$ cat src/common/dag_map.svh
// Register offsets, field positions and reset values of the debug authentication gate.
// Assumes a 12-bit APB byte address; every register is one aligned 32-bit word.
`ifndef DAG_MAP_SVH
`define DAG_MAP_SVH

// ****************************************
// Register offsets
// ****************************************
`define DAG_CTRL_OFS      12'h000
`define DAG_USER_OFS      12'h004
`define DAG_STAT_OFS      12'h008

// ****************************************
// Control register fields
// ****************************************
`define DAG_CTRL_W        3
`define DAG_CTRL_RST      3'h3
`define DAG_CTRL_CLK_BIT  0
`define DAG_CTRL_SEC_BIT  1
`define DAG_CTRL_HOLD_BIT 2

// ****************************************
// User permission register fields
// ****************************************
`define DAG_USER_W        2
`define DAG_USER_RST      2'h0

// ****************************************
// Status register fields
// ****************************************
`define DAG_STAT_AUTH_LSB 0
`define DAG_STAT_GRNT_LSB 4
`define DAG_STAT_CAPT_BIT 10
`define DAG_STAT_DEPR_BIT 16

// ****************************************
// Sampled enables and grants after reset
// ****************************************
`define DAG_AUTH_RST      4'h0
`define DAG_GRANT_RST     6'h00

`endif

$ cat src/common/dag_pkg.sv
// Types shared by the debug authentication gate modules.
// Assumes dag_map.svh supplies all numeric constants.
package dag_pkg;

	// ****************************************
	// Authentication enables and grants
	// ****************************************
	typedef struct packed {
		logic sninv;
		logic sinv;
		logic ninv;
		logic inv;
	} dag_auth_t;

	typedef struct packed {
		logic su_ninv;
		logic su_inv;
		logic s_ninv;
		logic s_inv;
		logic ns_ninv;
		logic ns_inv;
	} dag_grant_t;

	// ****************************************
	// Software-visible settings
	// ****************************************
	typedef struct packed {
		logic hold_at_reset;
		logic secure_capable;
		logic clocked_mode;
	} dag_ctrl_t;

	typedef struct packed {
		logic user_secure_noninvasive_permit;
		logic user_secure_invasive_permit;
	} dag_user_t;

	typedef struct packed {
		logic [31:0] prdata;
		logic        pready;
		logic        pslverr;
	} dag_apb_rsp_t;

	// ****************************************
	// Module state
	// ****************************************
	typedef struct packed {
		dag_auth_t stage1;
		dag_auth_t stage2;
	} dag_sync_state_t;

	typedef struct packed {
		dag_ctrl_t    ctrl;
		dag_user_t    user;
		dag_auth_t    auth;
		dag_grant_t   grant;
		logic         auth_clock_prev;
		logic         captured;
		logic         deprecated_seen;
		dag_apb_rsp_t rsp;
	} dag_top_state_t;

endpackage

$ cat src/logic/dag_sync.sv
// Two-stage synchroniser for the four authentication enables.
// Assumes the enables may change at any time relative to pclk.
`timescale 1ns/1ps
`include "dag_map.svh"

module dag_sync
	import dag_pkg::*;
(
	// Clock and reset
	input  wire logic      pclk,
	input  wire logic      presetn,
	// Enables in and out
	input  wire dag_auth_t d,
	output dag_auth_t      q
);

	dag_sync_state_t s_r;
	dag_sync_state_t s_nxt;

	// First stage feeds the second stage only
	always_comb begin
		s_nxt        = s_r;
		s_nxt.stage1 = d;
		s_nxt.stage2 = s_r.stage1;
	end

	always_ff @(posedge pclk or negedge presetn) begin
		if (!presetn) begin
			s_r <= {`DAG_AUTH_RST, `DAG_AUTH_RST};
		end else begin
			s_r <= s_nxt;
		end
	end

	assign q = s_r.stage2;

endmodule

$ cat src/logic/dag_grant_calc.sv
// Permission equations: turns the sampled enables into debug grants.
// Assumes its inputs are already stable in the pclk domain; purely combinational.
`timescale 1ns/1ps
`include "dag_map.svh"

module dag_grant_calc
	import dag_pkg::*;
(
	// Sampled enables and settings
	input  wire dag_auth_t  auth,
	input  wire logic       secure_capable,
	input  wire dag_user_t  user,
	// Resulting permissions
	output dag_grant_t      grant
);

	// Invasive permission implies the non-invasive one at the same level
	function automatic logic implied(input logic inv, input logic ninv);
		implied = inv | ninv;
	endfunction

	logic ns_inv;
	logic ns_ninv;
	logic s_inv;
	logic s_ninv;

	always_comb begin
		ns_inv  = auth.inv;
		ns_ninv = implied(auth.inv, auth.ninv);
		s_inv   = auth.inv & auth.sinv;
		s_ninv  = implied(s_inv, auth.sninv) & ns_ninv;
		grant   = '0;
		if (secure_capable) begin
			grant.ns_inv  = ns_inv;
			grant.ns_ninv = ns_ninv;
			grant.s_inv   = s_inv;
			grant.s_ninv  = s_ninv | s_inv;
			grant.su_inv  = s_inv | (ns_inv & user.user_secure_invasive_permit);
			grant.su_ninv = grant.s_ninv | grant.su_inv
				| (ns_ninv & user.user_secure_noninvasive_permit);
		end else begin
			grant.ns_inv  = ns_inv;
			grant.ns_ninv = ns_ninv;
		end
	end

endmodule

$ cat src/logic/dag_gate.sv
// Debug authentication gate: samples the four authentication enables and grants debug levels.
// Assumes an APB3 master on pclk; auth_clock and, in clocked mode, the enables are synchronous to pclk.
`timescale 1ns/1ps
`include "dag_map.svh"

module dag_gate
	import dag_pkg::*;
(
	// APB clock and reset
	input  wire logic        pclk,
	input  wire logic        presetn,
	// APB slave
	input  wire logic [11:0] paddr,
	input  wire logic        psel,
	input  wire logic        penable,
	input  wire logic        pwrite,
	input  wire logic [31:0] pwdata,
	output logic [31:0]      prdata,
	output logic             pready,
	output logic             pslverr,
	// Authentication interface
	input  wire logic        auth_clock,
	input  wire logic        auth_reset_n_a,
	input  wire logic        invasive_enable,
	input  wire logic        noninvasive_enable,
	input  wire logic        secure_invasive_enable,
	input  wire logic        secure_noninvasive_enable,
	// Permissions to the debug logic
	output dag_grant_t       grant,
	output logic             deprecated_combination
);

	// ****************************************
	// State and wiring
	// ****************************************
	dag_top_state_t s_r;
	dag_top_state_t s_nxt;

	dag_auth_t  raw_auth;
	dag_auth_t  synced_auth;
	dag_grant_t calc_grant;

	assign raw_auth.inv   = invasive_enable;
	assign raw_auth.ninv  = noninvasive_enable;
	assign raw_auth.sinv  = secure_invasive_enable;
	assign raw_auth.sninv = secure_noninvasive_enable;

	// ****************************************
	// Unclocked path: asynchronous enables
	// ****************************************
	// Unclocked mode looks only at the second stage; clocked mode samples the raw enables
	dag_sync u_sync (
		.pclk    (pclk),
		.presetn (presetn),
		.d       (raw_auth),
		.q       (synced_auth)
	);

	// ****************************************
	// Permission equations
	// ****************************************
	dag_grant_calc u_calc (
		.auth           (s_r.auth),
		.secure_capable (s_r.ctrl.secure_capable),
		.user           (s_r.user),
		.grant          (calc_grant)
	);

	// ****************************************
	// Helpers
	// ****************************************
	// Secure enable high while the matching non-secure one is low
	function automatic logic is_deprecated(input dag_auth_t a);
		is_deprecated = (a.sinv & ~a.inv) | (a.sninv & ~a.ninv);
	endfunction

	function automatic logic hit(input logic [11:0] addr, input logic [11:0] ofs);
		hit = (addr == ofs);
	endfunction

	// ****************************************
	// Next-state logic
	// ****************************************
	logic      setup;
	logic      access;
	logic      auth_edge;
	logic      take_sample;
	dag_auth_t sample_src;

	always_comb begin
		s_nxt       = s_r;
		setup       = psel & ~penable;
		access      = psel & penable & s_r.rsp.pready;
		auth_edge   = auth_clock & ~s_r.auth_clock_prev;
		sample_src  = s_r.ctrl.clocked_mode ? raw_auth : synced_auth;

		s_nxt.auth_clock_prev = auth_clock;

		// A sample event: every auth_clock rise, or every cycle when unclocked
		take_sample = s_r.ctrl.clocked_mode ? auth_edge : 1'b1;
		// Hold mode takes no new sample while captured is set, so the value last sampled stays; slower but tamper-proof
		if (s_r.ctrl.hold_at_reset && s_r.captured) begin
			take_sample = 1'b0;
		end

		if (s_r.ctrl.clocked_mode && !auth_reset_n_a) begin
			// Interface reset denies everything until the next sample
			s_nxt.auth     = `DAG_AUTH_RST;
			s_nxt.captured = 1'b0;
		end else if (take_sample) begin
			s_nxt.auth     = sample_src;
			s_nxt.captured = 1'b1;
		end

		// Grants follow the equations one cycle after the sampled enables
		s_nxt.grant = calc_grant;
		// Belt and braces: the implications are enforced again on the final grants
		if (s_nxt.grant.ns_inv) begin
			s_nxt.grant.ns_ninv = 1'b1;
		end
		if (s_nxt.grant.s_inv) begin
			s_nxt.grant.s_ninv = 1'b1;
		end
		if (s_nxt.grant.su_inv) begin
			s_nxt.grant.su_ninv = 1'b1;
		end

		// ****************************************
		// APB register access
		// ****************************************
		// Answer one cycle after setup: zero wait states, pready from a flop
		s_nxt.rsp.pready  = setup;
		s_nxt.rsp.pslverr = 1'b0;
		s_nxt.rsp.prdata  = 32'h0000_0000;
		if (setup) begin
			if (hit(paddr, `DAG_CTRL_OFS)) begin
				s_nxt.rsp.prdata[`DAG_CTRL_W-1:0] = s_r.ctrl;
			end else if (hit(paddr, `DAG_USER_OFS)) begin
				s_nxt.rsp.prdata[`DAG_USER_W-1:0] = s_r.user;
			end else if (hit(paddr, `DAG_STAT_OFS)) begin
				s_nxt.rsp.prdata[`DAG_STAT_AUTH_LSB +: 4] = s_r.auth;
				s_nxt.rsp.prdata[`DAG_STAT_GRNT_LSB +: 6] = s_r.grant;
				s_nxt.rsp.prdata[`DAG_STAT_CAPT_BIT]      = s_r.captured;
				s_nxt.rsp.prdata[`DAG_STAT_DEPR_BIT]      = s_r.deprecated_seen;
			end else begin
				s_nxt.rsp.pslverr = 1'b1;
			end
			if (pwrite) begin
				s_nxt.rsp.prdata = 32'h0000_0000;
			end
		end else if (access) begin
			s_nxt.rsp.pready = 1'b0;
		end

		// Writes take effect at the edge that closes the access phase
		if (access && pwrite) begin
			if (hit(paddr, `DAG_CTRL_OFS)) begin
				s_nxt.ctrl = pwdata[`DAG_CTRL_W-1:0];
			end else if (hit(paddr, `DAG_USER_OFS)) begin
				s_nxt.user = pwdata[`DAG_USER_W-1:0];
			end else if (hit(paddr, `DAG_STAT_OFS) && pwdata[`DAG_STAT_DEPR_BIT]) begin
				s_nxt.deprecated_seen = 1'b0;
			end
		end

		// Sticky flag: a new event wins over a clear in the same cycle
		if (is_deprecated(s_r.auth)) begin
			s_nxt.deprecated_seen = 1'b1;
		end
	end

	// ****************************************
	// State register
	// ****************************************
	always_ff @(posedge pclk or negedge presetn) begin
		if (!presetn) begin
			s_r.ctrl            <= `DAG_CTRL_RST;
			s_r.user            <= `DAG_USER_RST;
			s_r.auth            <= `DAG_AUTH_RST;
			s_r.grant           <= `DAG_GRANT_RST;
			s_r.auth_clock_prev <= 1'b0;
			s_r.captured        <= 1'b0;
			s_r.deprecated_seen <= 1'b0;
			s_r.rsp             <= '0;
		end else begin
			s_r <= s_nxt;
		end
	end

	// ****************************************
	// Outputs, all straight from flops
	// ****************************************
	// Registers reached only by software need no gating by the enables
	assign prdata                 = s_r.rsp.prdata;
	assign pready                 = s_r.rsp.pready;
	assign pslverr                = s_r.rsp.pslverr;
	assign grant                  = s_r.grant;
	assign deprecated_combination = s_r.deprecated_seen;

endmodule

$ cat config.mk
export PLATFORM = sky130hd
export DESIGN_NAME = dag_gate
export DESIGN_NICKNAME = d
export VERILOG_FILES = /design/src/common/dag_pkg.sv /design/src/logic/dag_sync.sv /design/src/logic/dag_grant_calc.sv /design/src/logic/dag_gate.sv
export VERILOG_INCLUDE_DIRS = /design/src /design/src/common
export SDC_FILE = /design/constraint.sdc
export NUM_CORES = 1
export LEC_CHECK = 0
export BUFFER_PORTS_ARGS = -buffer_cell sky130_fd_sc_hd__buf_2
export CAP_MARGIN = 20
export CORE_MARGIN = 10
export CORE_UTILIZATION = 40
export CTS_CLUSTER_DIAMETER = 30
export DETAILED_ROUTE_END_ITERATION = 6
export HOLD_SLACK_MARGIN = 0.03
export PLACE_DENSITY_LB_ADDON = 0.3
export SYNTH_ARGS = -nofsm -noshare
export SYNTH_HDL_FRONTEND = slang
export SYNTH_SLANG_ARGS = --single-unit
$ cat constraint.sdc
create_clock -name pclk -period 1.3 [get_ports pclk]
set_clock_uncertainty 0.05 [all_clocks]
set_input_delay 0.13 -clock pclk [delete_from_list [all_inputs] [get_ports pclk]]
set_output_delay 0.13 -clock pclk [all_outputs]
set_load 0.03 [all_outputs]
==> results.sh <==
export IMPL_drc=0
export IMPL_grt_pass1_vias=1211
export IMPL_final_antenna_net_count=0
export IMPL_ys_seq_area_share_pct=55.0
export IMPL_worstReg2RegStart="pready$_DFF_PN0_"
export IMPL_dieArea_um2=7670
export IMPL_synth_edf_count=0
export IMPL_via_count=1184
export IMPL_h_tree_depth=2
export IMPL_period_needed_ps=1520
export IMPL_wl_per_cell_um=14.2
export IMPL_synth_seq_cells=40
export IMPL_antenna_found_initial=0
export IMPL_cts_sinks=40
export IMPL_p_leak_nw=1.16
export IMPL_dpl_cell_area_um2=1980
export IMPL_required_ps=1420
export IMPL_combPwrFrac_pct=10.8
export IMPL_whs_ps=38.4
export IMPL_drtIter0Drc=54
export IMPL_drt_total_wl_um=3710
export IMPL_fmax_mhz=657
export IMPL_syn_inst=153
export IMPL_drt_pass1_iterations=4
export IMPL_hold_depth=2
export IMPL_syn2layout_area_growth_pct=22.5
export IMPL_async_flop_share_pct=100
export IMPL_seq_power_share_pct=54.0
export IMPL_top_layer_used="met4"
export IMPL_setup_worst_path_end_class="register"
export IMPL_synth_cell_types=33
export IMPL_initial_core_util_pct=41.6
export IMPL_clk_latency_ps=280
export IMPL_n_antenna_cell=0
export IMPL_dp_cells=237
export IMPL_synth_avg_cell_area_um2=11.9
export IMPL_coreArea_um2=4380
export IMPL_clk_pin_slew_ps=70
export IMPL_drv_slew=0
export IMPL_fp_row_count=24
export IMPL_hold_viol=0
export IMPL_clock_power_share_pct=35.2
export IMPL_cts_tree="done"
export IMPL_setup_viol_count_final=6
export IMPL_gp_congestion=0.724
export IMPL_io_buffer_count=47
export IMPL_finalNonFillerCells=261
export IMPL_failed_checks="negative setup slack"
export IMPL_rsz0062_at_grt="true"
export IMPL_ios=96
export IMPL_synth_main_ff_cell="dfrtp_1"
export IMPL_critPathMaxFanout=2
export IMPL_grt_max_degree=32
export IMPL_die_y_um=87.6
export IMPL_max_vdd_ir_drop_mv=0.407
export IMPL_cellPowerDensity_nw_per_um2=1070
export IMPL_design_area_um2=2240
export IMPL_report_power_total_mw=2.39
export IMPL_start_kind="register"
export IMPL_fin_crit_sh_pct=117
export IMPL_worst_slack_ps=-223
export IMPL_wl_met3_um=291
export IMPL_dp_hpwl_um=2820
export IMPL_dieWidth_um=87.6
export IMPL_startpoint="pready$_DFF_PN0_"
export IMPL_grtUsageTotal_pct=9.82
export IMPL_drv_cap=0
export IMPL_status="finished, violations left"
export IMPL_fin_nets=263
export IMPL_cts_buffers=5
export IMPL_critical_path_arrival_ps=1650
export IMPL_routedLengthMet1_um=1430
export IMPL_grt_pass1_wl_um=5910
export IMPL_critPathKind="reg2reg"
export IMPL_min_path_type="in2reg"
export IMPL_max_clock_path_buffers=2
export IMPL_routed_via_density=4.54
export IMPL_drive_gt1_share_pct=41.1
export IMPL_synth_area_um2=1830
export IMPL_r2r_cells=5
export IMPL_min_from="pwdata[0]"
export IMPL_route_met2_wl_um=1940
export IMPL_dp_slack_ps=-324
export IMPL_yosysWarnings=0
export IMPL_p_sw_share_pct=25.1
export IMPL_cts_root_buf="clkbuf_8"
export IMPL_power_internal_mw=1.79
export IMPL_p_sw_uw=598
export IMPL_grt_overflow_total=0
-- cell usage after synthesis, drive strengths merged, types with 2 or more instances --
| master | instances | area (µm²) |
|---|---|---|
| a21boi | 2 | 15.0 |
| a21oi | 2 | 10.0 |
| a31oi | 4 | 25.0 |
| and2 | 10 | 62.6 |
| buf | 38 | 285 |
| clkbuf | 2 | 7.51 |
| dfrtp | 38 | 951 |
| dfstp | 2 | 52.6 |
| inv | 6 | 22.5 |
| mux2 | 5 | 67.6 |
| mux2i | 3 | 30.0 |
| nand2 | 5 | 18.8 |
| nand2b | 3 | 18.8 |
| nand4 | 3 | 25.0 |
| nor2 | 5 | 18.8 |
| nor2b | 3 | 18.8 |
| nor3b | 2 | 20.0 |
| nor4 | 2 | 42.5 |
| o21ai | 3 | 15.0 |
| o221ai | 5 | 43.8 |
-- cell usage in the layout (no fill, tap or decap), types with 2 or more instances in the layout --
cell	Yosys	layout
inv_1	6	6
dfstp_2	2	2
clkbuf_8	0	6
o21ai_0	3	2
buf_2	0	47
nand4_1	2	2
nand2b_1	3	3
dlygate4sd3_1	0	8
a21boi_0	2	2
mux2_4	3	5
a21oi_1	2	2
mux2i_1	3	3
conb_1	1	20
a31oi_1	4	4
o221ai_2	0	2
buf_4	38	12
nor4_4	2	2
and2_1	10	10
dfrtp_1	38	37
nand2_1	5	5
nor2b_1	3	3
o221ai_1	5	3
nor2_1	5	5
-- area by class of cell --
| cell class | instances | area (µm²) |
|---|---|---|
| fill | 410 | 2150 |
| clock buffer | 7 | 86.3 |
| tap | 52 | 65.1 |
| multi-input combinational | 86 | 613 |
| inverter | 6 | 22.5 |
| clock inverter | 1 | 7.51 |
| timing repair buffer | 69 | 437 |
| sequential | 40 | 1000 |
-- registers in the layout, summed over array words and instances (netlist names) --
| register | cells |
|---|---|
| pready | 1 |
| prdata | 12 |
| u_sync.q | 4 |
| u_sync.s_nxt | 4 |
| grant | 6 |
| deprecated_combination | 1 |
| pslverr | 1 |
| s_r | 11 |
-- worst paths after layout --
| check | to | slack [ps] |
|---|---|---|
| worst max-delay path | s_r[47]$_DFFE_PN0P_ | -220 |
| worst min-delay path | s_r[49]$_DFFE_PN1P_ | 40 |
| worst max register to register | s_r[47]$_DFFE_PN0P_ | -220 |
| worst min register to register | u_sync.q[1]$_DFF_PN0_ | 300 |
| max in group asynchronous | s_r[50]$_DFFE_PN1P_ | 520 |
| min in group asynchronous | prdata[16]$_DFF_PN0_ | 180 |
-- cell families (layout without fill, tap and decap cells) --
family / count (synthesis) / in the layout / synth area share [%]
AOI/OAI and AO/OA: 20 / 20 / 7.81
buffers and inverters: 46 / 83 / 17.3
and+or+nand+nor: 38 / 38 / 14.4
muxes: 8 / 8 / 5.35
DFF: 40 / 40 / 55.0
other: 1 / 20 / 0.205
-- routing by layer --
layer | vias up | GRT usage, %
met4 | 0 | 4.78
met1 | 571 | 10.7
met5 | - | 0
met2 | 42 | 16.5
li1 | 567 | -
met3 | 4 | 3.53
-- power groups by stage --
stage                     clock network, mW  logic (mW)  registers [mW]
after floorplan                           0       0.173            1.31
after CTS                             0.870       0.255            1.29
after detailed placement                  0       0.234            1.31
after global routing                  0.938       0.283            1.29
after global placement                    0       0.232            1.31
final                                 0.839       0.259            1.29
-- through the flow --
stage                     util, %  setup TNS (ps)
after floorplan                 -           -1330
after global placement       45.1           -1240
after detailed placement     45.1           -1380
after CTS                    49.7           -1140
after global routing         51.0           -1490
final                        51.0            -998
-- critical path, stage by stage, from the launching register on --
cell,delay (ps)
dfrtp_2,350
and4_1,180
nand4_2,130
buf_6,150
nor3b_4,240
mux2_4,320
-- timing repair --
item,in CTS,in global routing
gates resized for setup,4,2
setup endpoints to repair,5,10
pin swaps,0,4
hold buffers,8,0
endpoints found under the hold margin,45,0
buffers inserted,2,6
Power figures use the tool's default switching activity.
